--- config.mk ---
export PLATFORM = sky130hd
export DESIGN_NAME = fcg_gate_ctrl
export DESIGN_NICKNAME = d
export VERILOG_FILES = /design/src/verilog/fcg_pkg.sv /design/src/verilog/fcg_rate_gen.sv /design/src/verilog/fcg_edge_det.sv /design/src/verilog/fcg_gate_ctrl.sv
export SDC_FILE = /design/constraint.sdc
export NUM_CORES = 1
export LEC_CHECK = 0
export ABC_AREA = 1
export BUFFER_PORTS_ARGS = -buffer_cell sky130_fd_sc_hd__buf_4
export CAP_MARGIN = 20
export CORE_MARGIN = 5
export CORE_UTILIZATION = 40
export DETAILED_ROUTE_END_ITERATION = 16
export PLACE_DENSITY_LB_ADDON = 0.25
export SKIP_CTS_REPAIR_TIMING = 1
export SLEW_MARGIN = 25
export SYNTH_ARGS = -nofsm -noshare
export SYNTH_HDL_FRONTEND = slang
export SYNTH_SLANG_ARGS = --single-unit
--- constraint.sdc ---
create_clock -name clock_i -period 6.06 [get_ports clock_i]
set_clock_uncertainty 0.2 [all_clocks]
set_input_delay 1.212 -clock clock_i [delete_from_list [all_inputs] [get_ports clock_i]]
set_output_delay 1.212 -clock clock_i [all_outputs]
set_load 0.01 [all_outputs]
--- src/verilog/fcg_pkg.sv ---
// Constants, types and decode helpers for the frequency counter gate control
package fcg_pkg;
    // Clock and time base rates in kHz
    localparam int CLK_KHZ = 100000;
    localparam int TICK_KHZ = 1;
    localparam int REF_MID_KHZ = 100;
    localparam int REF_HI_KHZ = 900;
    localparam int NUM_RATES = 3;
    localparam int RATE_KHZ [NUM_RATES] = '{TICK_KHZ, REF_MID_KHZ, REF_HI_KHZ};
    localparam int RATE_TICK = 0;
    localparam int RATE_MID = 1;
    localparam int RATE_HI = 2;
    localparam int ACC_W = 17;
    // Gate times in ms; one tick lasts 1000 / TICK_KHZ us
    localparam int GATE_A_MS = 1;
    localparam int GATE_B_MS = 4;
    localparam int GATE_C_MS = 8;
    localparam int TICK_US = 1000 / TICK_KHZ;
    localparam logic [3:0] GATE_A_TICKS = 4'(GATE_A_MS * 1000 / TICK_US);
    localparam logic [3:0] GATE_B_TICKS = 4'(GATE_B_MS * 1000 / TICK_US);
    localparam logic [3:0] GATE_C_TICKS = 4'(GATE_C_MS * 1000 / TICK_US);
    // Register indices; byte address is four times the index
    localparam int ADDR_W = 10;
    localparam logic [7:0] IDX_MODE = 8'h12;
    localparam logic [7:0] IDX_CTRL = 8'h23;
    localparam logic [7:0] IDX_GATE = 8'h04;
    localparam logic [7:0] IDX_IRQ = 8'h3A;
    localparam logic [7:0] IDX_DATA = 8'h40;
    localparam logic [7:0] IDX_MASK = 8'h41;
    localparam logic [7:0] IDX_PORT = 8'h42;
    localparam logic [ADDR_W-1:0] ADDR_MODE = {IDX_MODE, 2'h0};
    localparam logic [ADDR_W-1:0] ADDR_CTRL = {IDX_CTRL, 2'h0};
    localparam logic [ADDR_W-1:0] ADDR_GATE = {IDX_GATE, 2'h0};
    localparam logic [ADDR_W-1:0] ADDR_IRQ = {IDX_IRQ, 2'h0};
    localparam logic [ADDR_W-1:0] ADDR_DATA = {IDX_DATA, 2'h0};
    localparam logic [ADDR_W-1:0] ADDR_MASK = {IDX_MASK, 2'h0};
    localparam logic [ADDR_W-1:0] ADDR_PORT = {IDX_PORT, 2'h0};
    // Field layout
    localparam int MODE_W = 4;
    localparam logic [MODE_W-1:0] MODE_RESET = 4'h0;
    localparam int TIME_LSB = 0;
    localparam int FUNC_LSB = 2;
    localparam int CTRL_START_BIT = 0;
    localparam int CTRL_CLEAR_BIT = 1;
    localparam int FLAG_BIT = 0;
    localparam int PORT_DIR_BIT = 0;
    localparam int PORT_DOUT_BIT = 1;
    localparam int CNT_W = 16;
    // Function and timing encodings
    localparam logic [1:0] FUNC_CGP = 2'h0;
    localparam logic [1:0] FUNC_FM = 2'h1;
    localparam logic [1:0] FUNC_AM = 2'h2;
    localparam logic [1:0] FUNC_EXT = 2'h3;
    localparam logic [1:0] TIME_A = 2'h0;
    localparam logic [1:0] TIME_B = 2'h1;
    localparam logic [1:0] TIME_C = 2'h2;
    localparam logic [1:0] TIME_OPEN = 2'h3;

    typedef enum logic [2:0] {
        FCG_IDLE,
        FCG_WAIT_TICK,
        FCG_IF_OPEN,
        FCG_EXT_ARM,
        FCG_EXT_OPEN
    } fcg_state_t;

    function automatic logic fcg_is_if(input logic [1:0] func);
        fcg_is_if = (func == FUNC_FM) || (func == FUNC_AM);
    endfunction : fcg_is_if
endpackage : fcg_pkg

--- src/verilog/fcg_rate_gen.sv ---
// Fractional rate generator: one-cycle enables at 1, 100 and 900 kHz
`timescale 1ns/100ps
module fcg_rate_gen
    import fcg_pkg::*;
(
    // Clock and reset
    input wire logic clock_i,
    input wire logic rstn_i,
    // Rate enables
    output logic [NUM_RATES-1:0] rate_en_o
);
    logic [ACC_W-1:0] acc_r [NUM_RATES];
    logic [ACC_W-1:0] acc_nxt [NUM_RATES];
    logic [NUM_RATES-1:0] en_r;
    logic [NUM_RATES-1:0] en_nxt;

    // Phase accumulator keeps 900 kHz exact although 100 MHz does not divide it
    genvar g;
    generate
        for (g = 0; g < NUM_RATES; g++) begin : g_rate
            always_comb begin
                logic [ACC_W-1:0] sum;
                sum = acc_r[g] + ACC_W'(RATE_KHZ[g]);
                en_nxt[g] = (sum >= ACC_W'(CLK_KHZ));
                acc_nxt[g] = en_nxt[g] ? sum - ACC_W'(CLK_KHZ) : sum;
            end
            always_ff @(posedge clock_i or negedge rstn_i) begin
                if (!rstn_i) begin
                    acc_r[g] <= '0;
                    en_r[g] <= 1'b0;
                end else begin
                    acc_r[g] <= acc_nxt[g];
                    en_r[g] <= en_nxt[g];
                end
            end
        end
    endgenerate

    assign rate_en_o = en_r;
endmodule : fcg_rate_gen

--- src/verilog/fcg_edge_det.sv ---
// Rising edge detector for a group of synchronous inputs
`timescale 1ns/100ps
module fcg_edge_det #(
    parameter int N = 3
) (
    // Clock and reset
    input wire logic clock_i,
    input wire logic rstn_i,
    // Levels in, strobes out
    input wire logic [N-1:0] level_i,
    output logic [N-1:0] rise_o
);
    logic [N-1:0] prev_r;
    logic [N-1:0] prev_nxt;

    always_comb begin
        prev_nxt = level_i;
    end

    always_ff @(posedge clock_i or negedge rstn_i) begin
        if (!rstn_i) begin
            prev_r <= '0;
        end else begin
            prev_r <= prev_nxt;
        end
    end

    assign rise_o = level_i & ~prev_r;
endmodule : fcg_edge_det

--- src/verilog/fcg_gate_ctrl.sv ---
// Frequency counter gate control: pin select, gate timing, count and flags
// Function
// RULE1: The function select field picks CLOCK_GENERATOR_PORT, FM IF count, AM IF count or external gate.
// RULE2: The timing field sets 1/4/8 ms or open gate, and 1/100/900 kHz or no reference.
// RULE3: With the gate pin direction bit at 1 the pin is a plain output in every mode.
// RULE4: Only the one selected function may be active at a time.
// RULE5: Counting starts only after software sets the start flag.
// RULE6: A finite IF gate opens on the next 1 kHz tick and stays open the set time.
// RULE7: While the IF gate is open the 16-bit count steps on each selected input edge.
// RULE8: Closing the IF gate clears the gate-open flag and sets the done flag together.
// RULE9: Setting the start flag sets the gate-open flag.
// RULE10: The done flag clears on interrupt acceptance or a write of 0, else stays.
// RULE11: In external gate mode the gate-open flag stays set; only the done flag ends it.
// RULE12: The count wraps from its top value to zero and goes on.
// RULE13: Writing 1 to the clear flag zeroes the count.
// RULE14: The FM input is halved before counting; the AM input is not.
// RULE15: An open gate stays open; counting stops on deselect or a finite gate time.
// RULE16: A start during an open finite IF gate restarts and waits for the next tick.
//
// Local design decision: the APB interface to the registers.
`timescale 1ns/100ps
module fcg_gate_ctrl
    import fcg_pkg::*;
(
    // Clock and reset
    input wire logic clock_i,
    input wire logic rstn_i,
    // APB slave
    input wire logic psel_i,
    input wire logic penable_i,
    input wire logic pwrite_i,
    input wire logic [ADDR_W-1:0] paddr_i,
    input wire logic [31:0] pwdata_i,
    output logic [31:0] prdata_o,
    output logic pready_o,
    output logic pslverr_o,
    // Interrupt
    output logic irq_o,
    input wire logic irq_ack_i,
    // IF inputs
    input wire logic fm_if_input_i,
    input wire logic am_if_input_i,
    // Gate pin, two-way
    input wire logic external_gate_input_i,
    output logic gate_pin_o,
    output logic gate_pin_oe_o,
    // Pin role indications
    output logic clock_generator_port_o,
    output logic fm_pin_cnt_o,
    output logic am_pin_cnt_o,
    output logic gate_pin_cnt_o
);
    logic [MODE_W-1:0] mode_r;
    logic [MODE_W-1:0] mode_nxt;
    logic [1:0] mask_r;
    logic [1:0] mask_nxt;
    logic [1:0] port_r;
    logic [1:0] port_nxt;
    logic gate_flag_r;
    logic gate_flag_nxt;
    logic done_flag_r;
    logic done_flag_nxt;
    logic [CNT_W-1:0] count_r;
    logic [CNT_W-1:0] count_nxt;
    logic fm_half_r;
    logic fm_half_nxt;
    logic [3:0] ticks_r;
    logic [3:0] ticks_nxt;
    logic [31:0] prdata_r;
    logic [31:0] prdata_nxt;
    fcg_state_t state_r;
    fcg_state_t state_nxt;

    logic [1:0] func_sel;
    logic [1:0] time_sel;
    logic wr_en;
    logic rd_setup;
    logic mapped;
    logic start_wr;
    logic clear_wr;
    logic [NUM_RATES-1:0] rate_en;
    logic [2:0] rise;
    logic tick;
    logic ref_en;
    logic if_edge;
    logic gate_edge;
    logic close_if;
    logic close_ext;
    logic [3:0] gate_ticks;

    fcg_rate_gen u_rate (
        .clock_i(clock_i),
        .rstn_i(rstn_i),
        .rate_en_o(rate_en)
    );

    fcg_edge_det #(.N(3)) u_edge (
        .clock_i(clock_i),
        .rstn_i(rstn_i),
        .level_i({external_gate_input_i, am_if_input_i, fm_if_input_i}),
        .rise_o(rise)
    );

    assign func_sel = mode_r[FUNC_LSB +: 2];
    assign time_sel = mode_r[TIME_LSB +: 2];

    // Bus decode; slave is always ready in the access phase
    assign mapped = (paddr_i == ADDR_MODE) || (paddr_i == ADDR_CTRL) ||
                    (paddr_i == ADDR_GATE) || (paddr_i == ADDR_IRQ) ||
                    (paddr_i == ADDR_DATA) || (paddr_i == ADDR_MASK) ||
                    (paddr_i == ADDR_PORT);
    assign pready_o = psel_i & penable_i;
    assign pslverr_o = psel_i & penable_i & ~mapped;
    assign wr_en = psel_i & penable_i & pwrite_i;
    assign rd_setup = psel_i & ~penable_i & ~pwrite_i;
    // Start ignored while the CLOCK_GENERATOR_PORT function owns the shared counter
    assign start_wr = wr_en && (paddr_i == ADDR_CTRL) && pwdata_i[CTRL_START_BIT] &&
                      (func_sel != FUNC_CGP); // RULE4 RULE5
    assign clear_wr = wr_en && (paddr_i == ADDR_CTRL) && pwdata_i[CTRL_CLEAR_BIT];

    // Pin roles, one function at a time
    assign clock_generator_port_o = (func_sel == FUNC_CGP); // RULE1 RULE4
    assign fm_pin_cnt_o = (func_sel == FUNC_FM); // RULE1
    assign am_pin_cnt_o = (func_sel == FUNC_AM); // RULE1
    assign gate_pin_cnt_o = (func_sel == FUNC_EXT) && !port_r[PORT_DIR_BIT]; // RULE1 RULE3
    assign gate_pin_oe_o = port_r[PORT_DIR_BIT]; // RULE3
    assign gate_pin_o = port_r[PORT_DOUT_BIT]; // RULE3

    // Time base and count sources
    assign tick = rate_en[RATE_TICK];
    always_comb begin
        unique case (time_sel) // RULE2
            TIME_A: begin
                gate_ticks = GATE_A_TICKS;
                ref_en = rate_en[RATE_TICK];
            end
            TIME_B: begin
                gate_ticks = GATE_B_TICKS;
                ref_en = rate_en[RATE_MID];
            end
            TIME_C: begin
                gate_ticks = GATE_C_TICKS;
                ref_en = rate_en[RATE_HI];
            end
            TIME_OPEN: begin
                gate_ticks = '0;
                ref_en = 1'b0;
            end
        endcase
    end

    // FM edges counted every second one; deselected pins count nothing
    assign if_edge = ((func_sel == FUNC_FM) && rise[0] && fm_half_r) ||
                     ((func_sel == FUNC_AM) && rise[1]); // RULE14 RULE15
    // Gate pin ignored while it is driven as a port output
    assign gate_edge = rise[2] && gate_pin_cnt_o; // RULE3
    assign close_if = (state_r == FCG_IF_OPEN) && tick && (time_sel != TIME_OPEN) &&
                      (ticks_r + 4'h1 >= gate_ticks); // RULE6 RULE15
    assign close_ext = (state_r == FCG_EXT_OPEN) && gate_edge;

    // Gate sequencer
    always_comb begin
        state_nxt = state_r;
        ticks_nxt = ticks_r;
        if (start_wr) begin
            ticks_nxt = '0;
            state_nxt = fcg_is_if(func_sel) ? FCG_WAIT_TICK : FCG_EXT_ARM; // RULE5 RULE16
        end else begin
            unique case (state_r)
                FCG_IDLE: begin
                end
                FCG_WAIT_TICK: begin
                    if (tick) begin
                        state_nxt = FCG_IF_OPEN; // RULE6
                    end
                end
                FCG_IF_OPEN: begin
                    if (close_if) begin
                        state_nxt = FCG_IDLE;
                    end else if (tick && time_sel != TIME_OPEN) begin
                        ticks_nxt = ticks_r + 4'h1;
                    end
                end
                FCG_EXT_ARM: begin
                    if (gate_edge) begin
                        state_nxt = FCG_EXT_OPEN;
                    end
                end
                FCG_EXT_OPEN: begin
                    if (close_ext) begin
                        state_nxt = FCG_IDLE;
                    end
                end
                default: begin
                    state_nxt = FCG_IDLE;
                end
            endcase
        end
    end

    always_ff @(posedge clock_i or negedge rstn_i) begin
        if (!rstn_i) begin
            state_r <= FCG_IDLE;
            ticks_r <= '0;
        end else begin
            state_r <= state_nxt;
            ticks_r <= ticks_nxt;
        end
    end

    // Count and FM prescaler
    always_comb begin
        count_nxt = count_r;
        fm_half_nxt = fm_half_r;
        if (start_wr) begin
            fm_half_nxt = 1'b0;
        end else if ((func_sel == FUNC_FM) && rise[0] && state_r == FCG_IF_OPEN) begin
            fm_half_nxt = ~fm_half_r; // RULE14
        end
        if (clear_wr) begin
            count_nxt = '0; // RULE13
        end else if (state_r == FCG_IF_OPEN && if_edge) begin
            count_nxt = count_r + 16'h0001; // RULE7 RULE12
        end else if (state_r == FCG_EXT_OPEN && func_sel == FUNC_EXT && ref_en) begin
            count_nxt = count_r + 16'h0001; // RULE2 RULE12
        end
    end

    always_ff @(posedge clock_i or negedge rstn_i) begin
        if (!rstn_i) begin
            count_r <= '0;
            fm_half_r <= 1'b0;
        end else begin
            count_r <= count_nxt;
            fm_half_r <= fm_half_nxt;
        end
    end

    // Flags; hardware set wins over any clear in the same cycle
    always_comb begin
        gate_flag_nxt = gate_flag_r;
        done_flag_nxt = done_flag_r;
        if (close_if) begin
            gate_flag_nxt = 1'b0; // RULE8
        end
        if (start_wr) begin
            gate_flag_nxt = 1'b1; // RULE9 RULE11
        end
        if (irq_ack_i || (wr_en && paddr_i == ADDR_IRQ && !pwdata_i[FLAG_BIT])) begin
            done_flag_nxt = 1'b0; // RULE10
        end
        if (close_if || close_ext) begin
            done_flag_nxt = 1'b1; // RULE8 RULE11
        end
    end

    always_ff @(posedge clock_i or negedge rstn_i) begin
        if (!rstn_i) begin
            gate_flag_r <= 1'b0;
            done_flag_r <= 1'b0;
        end else begin
            gate_flag_r <= gate_flag_nxt;
            done_flag_r <= done_flag_nxt;
        end
    end

    assign irq_o = done_flag_r & mask_r[FLAG_BIT];

    // Software registers and read data captured in the setup cycle
    always_comb begin
        mode_nxt = mode_r;
        mask_nxt = mask_r;
        port_nxt = port_r;
        prdata_nxt = prdata_r;
        if (wr_en) begin
            unique case (paddr_i)
                ADDR_MODE: mode_nxt = pwdata_i[MODE_W-1:0]; // RULE1 RULE2
                ADDR_MASK: mask_nxt = pwdata_i[1:0];
                ADDR_PORT: port_nxt = pwdata_i[1:0];
                default: begin
                end
            endcase
        end
        if (rd_setup) begin
            unique case (paddr_i)
                ADDR_MODE: prdata_nxt = {28'h0, mode_r};
                ADDR_GATE: prdata_nxt = {31'h0, gate_flag_r};
                ADDR_IRQ: prdata_nxt = {31'h0, done_flag_r};
                ADDR_DATA: prdata_nxt = {16'h0, count_r};
                ADDR_MASK: prdata_nxt = {30'h0, mask_r};
                ADDR_PORT: prdata_nxt = {30'h0, port_r};
                default: prdata_nxt = 32'h0;
            endcase
        end
    end

    always_ff @(posedge clock_i or negedge rstn_i) begin
        if (!rstn_i) begin
            mode_r <= MODE_RESET;
            mask_r <= '0;
            port_r <= '0;
            prdata_r <= '0;
        end else begin
            mode_r <= mode_nxt;
            mask_r <= mask_nxt;
            port_r <= port_nxt;
            prdata_r <= prdata_nxt;
        end
    end

    assign prdata_o = prdata_r;
endmodule : fcg_gate_ctrl

Yosys cells after proc, flatten, opt, wreduce, memory -nomap -nowiden
Index checks and enable logic that the tools add are counted.
- add/subtract/negate cells: 8
- magnitude comparators: 4
- equality and inequality tests: 24
- multiplexer cells: 26
- bitwise logic cells: 12
- reduce and logical (&&, ||, !) cells: 47
- operators with widths (cell ; number):
    case mux 16 bit (6 select lines) ; 1
    greater-or-equal comparator 17 bit (second input constant) ; 3
    2-to-1 mux 17 bit ; 3
    subtractor 17 bit (second input constant) ; 3
    2-to-1 mux 16 bit ; 3
    == test 10 x 9 -> 1 bit (second input constant) ; 3
    == test 10 x 8 -> 1 bit (second input constant) ; 2
    logical AND 1 bit ; 20
    adder 17 x 1 -> 17 bit (second input constant) ; 1
    adder 17 x 10 -> 17 bit (second input constant) ; 1
    adder 17 x 7 -> 17 bit (second input constant) ; 1
    adder 16 x 1 -> 16 bit (second input constant) ; 1
    2-to-1 mux 4 bit ; 4
    case mux 4 bit (4 select lines) ; 1
    2-to-1 mux 3 bit ; 5
    case mux 3 bit (5 select lines) ; 1
    nonzero test 2 bit ; 6
    == test 10 x 5 -> 1 bit (second input constant) ; 1
    == test 10 x 7 -> 1 bit (second input constant) ; 1
    logical OR 1 bit ; 10
    inequality test 3 bit (second input constant) ; 3
    == test 2 bit (second input constant) ; 4
    AND 1 bit ; 6
    == test 3 x 2 -> 1 bit (second input constant) ; 2
    20 further kinds ; 35
- bits in registers: 123
- input port bits: 51
- output and inout port bits: 41
- logic and storage cells: 138

Longest topological paths before layout
- word-level depth: 9
- gate-level depth with buffers: 16
- mapped depth without buffers: 16

Hierarchy
From an unflattened synthesis, not the netlist that was laid out.
- cells, all modules: 1041
- area total of the unflattened synthesis: 7211.9 um^2
- modules (own cells, without submodules) (module ; instances ; cells an instance ; area each (um^2) ; seq. area each (um^2)):
    fcg_rate_gen ; 1 ; 599 ; 3852.4 ; 1251.2
    fcg_gate_ctrl ; 1 ; 433 ; 3254.4 ; 1251.2
    fcg_edge_det ; 1 ; 9 ; 105.1 ; 75.1

Least setup slack after synthesis
Ideal clock, no wire load.
- path type: in2out
- from: input paddr_i[1]
- to: output pslverr_o
- data arrival time: 2040 ps
- data required time: 4648 ps
- path slack: 2608 ps
- stages: 10
- path buffers: 0
- path through: nor2_1 > inv_1 > nor2_1 > nand2_1 > inv_1 > nand3_1 > inv_1 > nor2_1 > nand4_1 > nor2_1
- longest elaborated chain between the ends: 9
- elaborated cells between the ends (all ways): 15
- those cells by class: 7 x eq/ne; 2 x bitwise; 6 x reduce/logical
- ends and longest elaborated chain (element ; line ; text):
    start: declaration ; fcg_gate_ctrl.sv:32 ; input wire logic [ADDR_W-1:0] paddr_i,
    == test 10 x 7 -> 1 bit or == test 10 x 8 -> 1 bit (tied branches) ; fcg_gate_ctrl.sv:108 ; assign mapped = (paddr_i == ADDR_MODE) || (paddr_i == ADDR_CTRL) ||
    logical OR 1 bit (2 in a row) ; fcg_gate_ctrl.sv:108 ;
    logical OR 1 bit (2 in a row) ; fcg_gate_ctrl.sv:109 ; (paddr_i == ADDR_GATE) || (paddr_i == ADDR_IRQ) ||
    logical OR 1 bit ; fcg_gate_ctrl.sv:110 ; (paddr_i == ADDR_DATA) || (paddr_i == ADDR_MASK) ||
    logical OR 1 bit * ; fcg_gate_ctrl.sv:110 ;
    inverter 1 bit * ; fcg_gate_ctrl.sv:113 ; assign pslverr_o = psel_i & penable_i & ~mapped;
    AND 1 bit * ; fcg_gate_ctrl.sv:113 ;
    end: declaration ; fcg_gate_ctrl.sv:36 ; output logic pslverr_o,
Mark *: on every way between the ends. The rest lies on a longest branch, timed or not.

Worst setup path in the final report
Ends and elaborated chain as after synthesis.

==> impl_metrics.yaml <==
clock_network:
  clock_path_buffers: 2
  cts_sinks: 103
  clk_pin_slew_ns: 0.07
  cts_made_buffers: 9
  cts_tree: "yes"
  clk-insertion-delay-late_ns: 0.35
  cts_root_buf: "clkbuf_16"
  ctsHtreeMaxLevel: 3
floorplanning:
  ios: 92
  die_area_um2: 19600
  num_rows: 47
  fp.coreArea_um2: 16600
  die_w_um: 140
  die_y_um: 140
  start_util_pct: 40.8
power_and_ir_drop:
  p_leak_nw: 3.93
  switchingPower_mw: 0.320
  power_frac_comb_pct: 3.9
  seqPwrFrac_pct: 52.5
  pwr-share-clk_pct: 43.6
  switching_share_pct: 24.4
  finalPower_mw: 1.31
  worst_ir_drop_vdd_mv: 0.113
  p_int_mw: 0.994
  power_density_nw_per_um2: 174
routing:
  firstDrtPassIters: 5
  antenna_left: 0
  drt_iter0_drc: 387
  route.detailed.drc: 0
  vias: 5940
  viasPerCell: 4.83
  wirelength_um: 14400
  wire_per_inst_um: 11.7
finish:
  syn2layout_area_growth_pct: 11.8
  fin_nets: 1072
  fillers: 1704
  antenna_cells: 0
  drive_above_1_share_pct: 11.5
  fin_util_pct: 45.6
logic_synthesis:
  synth-seq-area-share_pct: 38.1
  postSynthCellCount: 957
  synth_edf_count: 0
  synth_seq_cells: 103
  synth.top_cell.area_share_pct: 38.1
  yosys-top-cells-count: "nand2_1, inv_1, dfrtp_1"
  ys_types: 43
  synth_warnings: 0
  synth_area_um2: 6770
  synth_ff_type: "dfrtp_1"
  synth_most_common_cell: "nand2_1"
  syn_area_per_cell_um2: 7.07
  ys_async_sr_fraction_pct: 100
  synthTopCellsByArea: "dfrtp_1, nand2_1, inv_1"
  yosysTopAreaCell: "dfrtp_1"
global_route:
  grt_max_degree: 53
  grt_pass1_wl_um: 25100
  grt_pass1_vias: 5547
  antenna_found_initial: 0
  grt_usage_pct: 15.0
  grt_overflow_total: 0
flow_run:
  max-cap-violations: 0
worst_setup_path:
  reg2reg_depth: 15
  start_kind: "input port"
  crit_path_end_kind: "primary output"
  setup.worst_path.class: "input port to primary output"
  crit_fanout: 4
  critPathArrivalTime_ns: 2.47
  crit_required_ns: 4.65
timing:
  slew_headroom_pct: 43.0
  post-route-min-period_ns: 3.88
  finalSetupTns_ns: 0
  tightest_slew_ns: 0.853
  fmax_mhz: 258
  maxSlewViolCount: 0
  fin_crit_sh_pct: 64.0
  finalHoldViolations: 0
  finalSetupViolations: 0
  rsz0062_at_grt: "no"
placement:
  place_congestion: 0.863
  port_buffers: 47
  dpl.hpwl_um: 11100
min_path:
  hp-class: "flip-flop to flip-flop"
  hold_depth: 1
status:
  status: "finished clean"
## worst paths after layout
check	slack, ns	to	start
max	2.18	pslverr_o	paddr_i[1]
min	0.25	u_rate.acc_r[19]$_DFF_PN0_	u_rate.acc_r[19]$_DFF_PN0_
max reg2reg	3.36	u_rate.acc_r[40]$_DFF_PN0_	u_rate.acc_r[34]$_DFF_PN0_
min reg2reg	0.25	u_rate.acc_r[19]$_DFF_PN0_	u_rate.acc_r[19]$_DFF_PN0_
max in group asynchronous	3.85	u_rate.acc_r[46]$_DFF_PN0_	rstn_i
min in group asynchronous	0.68	mask_r[0]$_DFFE_PN0P_	rstn_i
## cell usage in the layout (no fill, tap or decap), types with 2 or more instances in the layout
cell,synthesis,layout
nand3b_1,4,4
o21ai_1,2,2
inv_2,6,6
o21ai_2,2,2
a22oi_1,2,2
nand3_1,87,86
or2_2,3,3
buf_4,19,48
xor2_2,2,2
o21ai_0,33,33
nand3_2,2,3
o22ai_1,4,4
xnor2_1,4,4
o31ai_1,15,15
inv_6,0,3
dfrtp_1,103,103
xor2_1,25,25
inv_8,0,2
a21oi_2,1,2
inv_1,132,132
conb_1,1,16
nor2_4,5,5
nand2_4,5,5
ha_1,16,16
o211ai_1,2,2
nand2_2,15,15
nand4_1,19,19
a21oi_1,18,17
nor2_2,5,5
nor4_1,2,2
nand3_4,2,2
nand2_1,307,307
nor2_1,80,80
nor3_1,19,19
clkbuf_16,0,9
## power groups by stage
stage                     registers [mW]  clock network, mW  logic, mW
after global placement             0.704                  0     0.0515
after floorplan                    0.705                  0     0.0246
after detailed placement           0.704                  0     0.0518
after CTS                          0.691              0.591     0.0521
after global routing               0.691              0.619     0.0579
final                              0.691              0.573     0.0506
## worst max-delay path: stages
cell and delay (ns):
buf_4 0.11, nor2_1 0.21, inv_1 0.06, nor2_1 0.12, nand2_1 0.09, inv_1 0.09, nand3_1 0.12, inv_1 0.11
nor2_1 0.05, nand4_1 0.10, nor2_1 0.06, buf_4 0.14
## kinds of logic (layout without fill, tap and decap cells)
group	after synthesis	after routing	synth area share [%]
buffers and inverters	165	203	10.5
AND/OR/NAND/NOR	558	558	36.8
AO/OA/AOI/OAI	82	82	7.14
adder cells (fa/ha/maj)	16	16	2.96
XOR/XNOR	32	32	4.47
flip-flops	103	103	38.1
other	1	16	0.0554
## per-stage QoR
step	worst slack [ns]	instances	instance area [um2]	hold slack [ns]
2_1_floorplan	2.61	972	6820	0.222
3_3_place_gp	2.23	1214	7270	0.243
3_5_place_dp	2.18	1214	7270	0.253
4_1_cts	2.18	1230	7560	0.262
5_1_grt	2.01	1230	7570	0.279
6_report	2.18	1230	7570	0.253
## layer usage
layer / vias to the layer above / track usage (%) / part of all wire, %
met5: - / 0 / 0
met4: 0 / 4.54 / 1.8
met3: 19 / 3.10 / 4.1
met2: 95 / 25.4 / 46
met1: 2724 / 19.5 / 48
li1: 3102 / - / -
## registers in the layout, indices dropped and copies added, names as in the netlist
signal	cells
mode_r	4
count_r	16
u_edge.prev_r	3
mask_r	2
port_r	2
u_rate.rate_en_o	3
done_flag_r	1
ticks_r	4
fm_half_r	1
gate_flag_r	1
prdata_o	16
state_r	3
u_rate.acc_r	47
## layout make-up
type	count	area, um2	share of cell area, %
flip-flops and latches	103	2580	34.1
repair buffers	48	360	4.76
inverters	139	522	6.89
clock inverters	7	61.3	0.810
clock buffers	9	225	2.98
well taps	220	275	3.64
multi-input cells	704	3550	46.9
No activity file was read; power rests on OpenSTA's default activity.
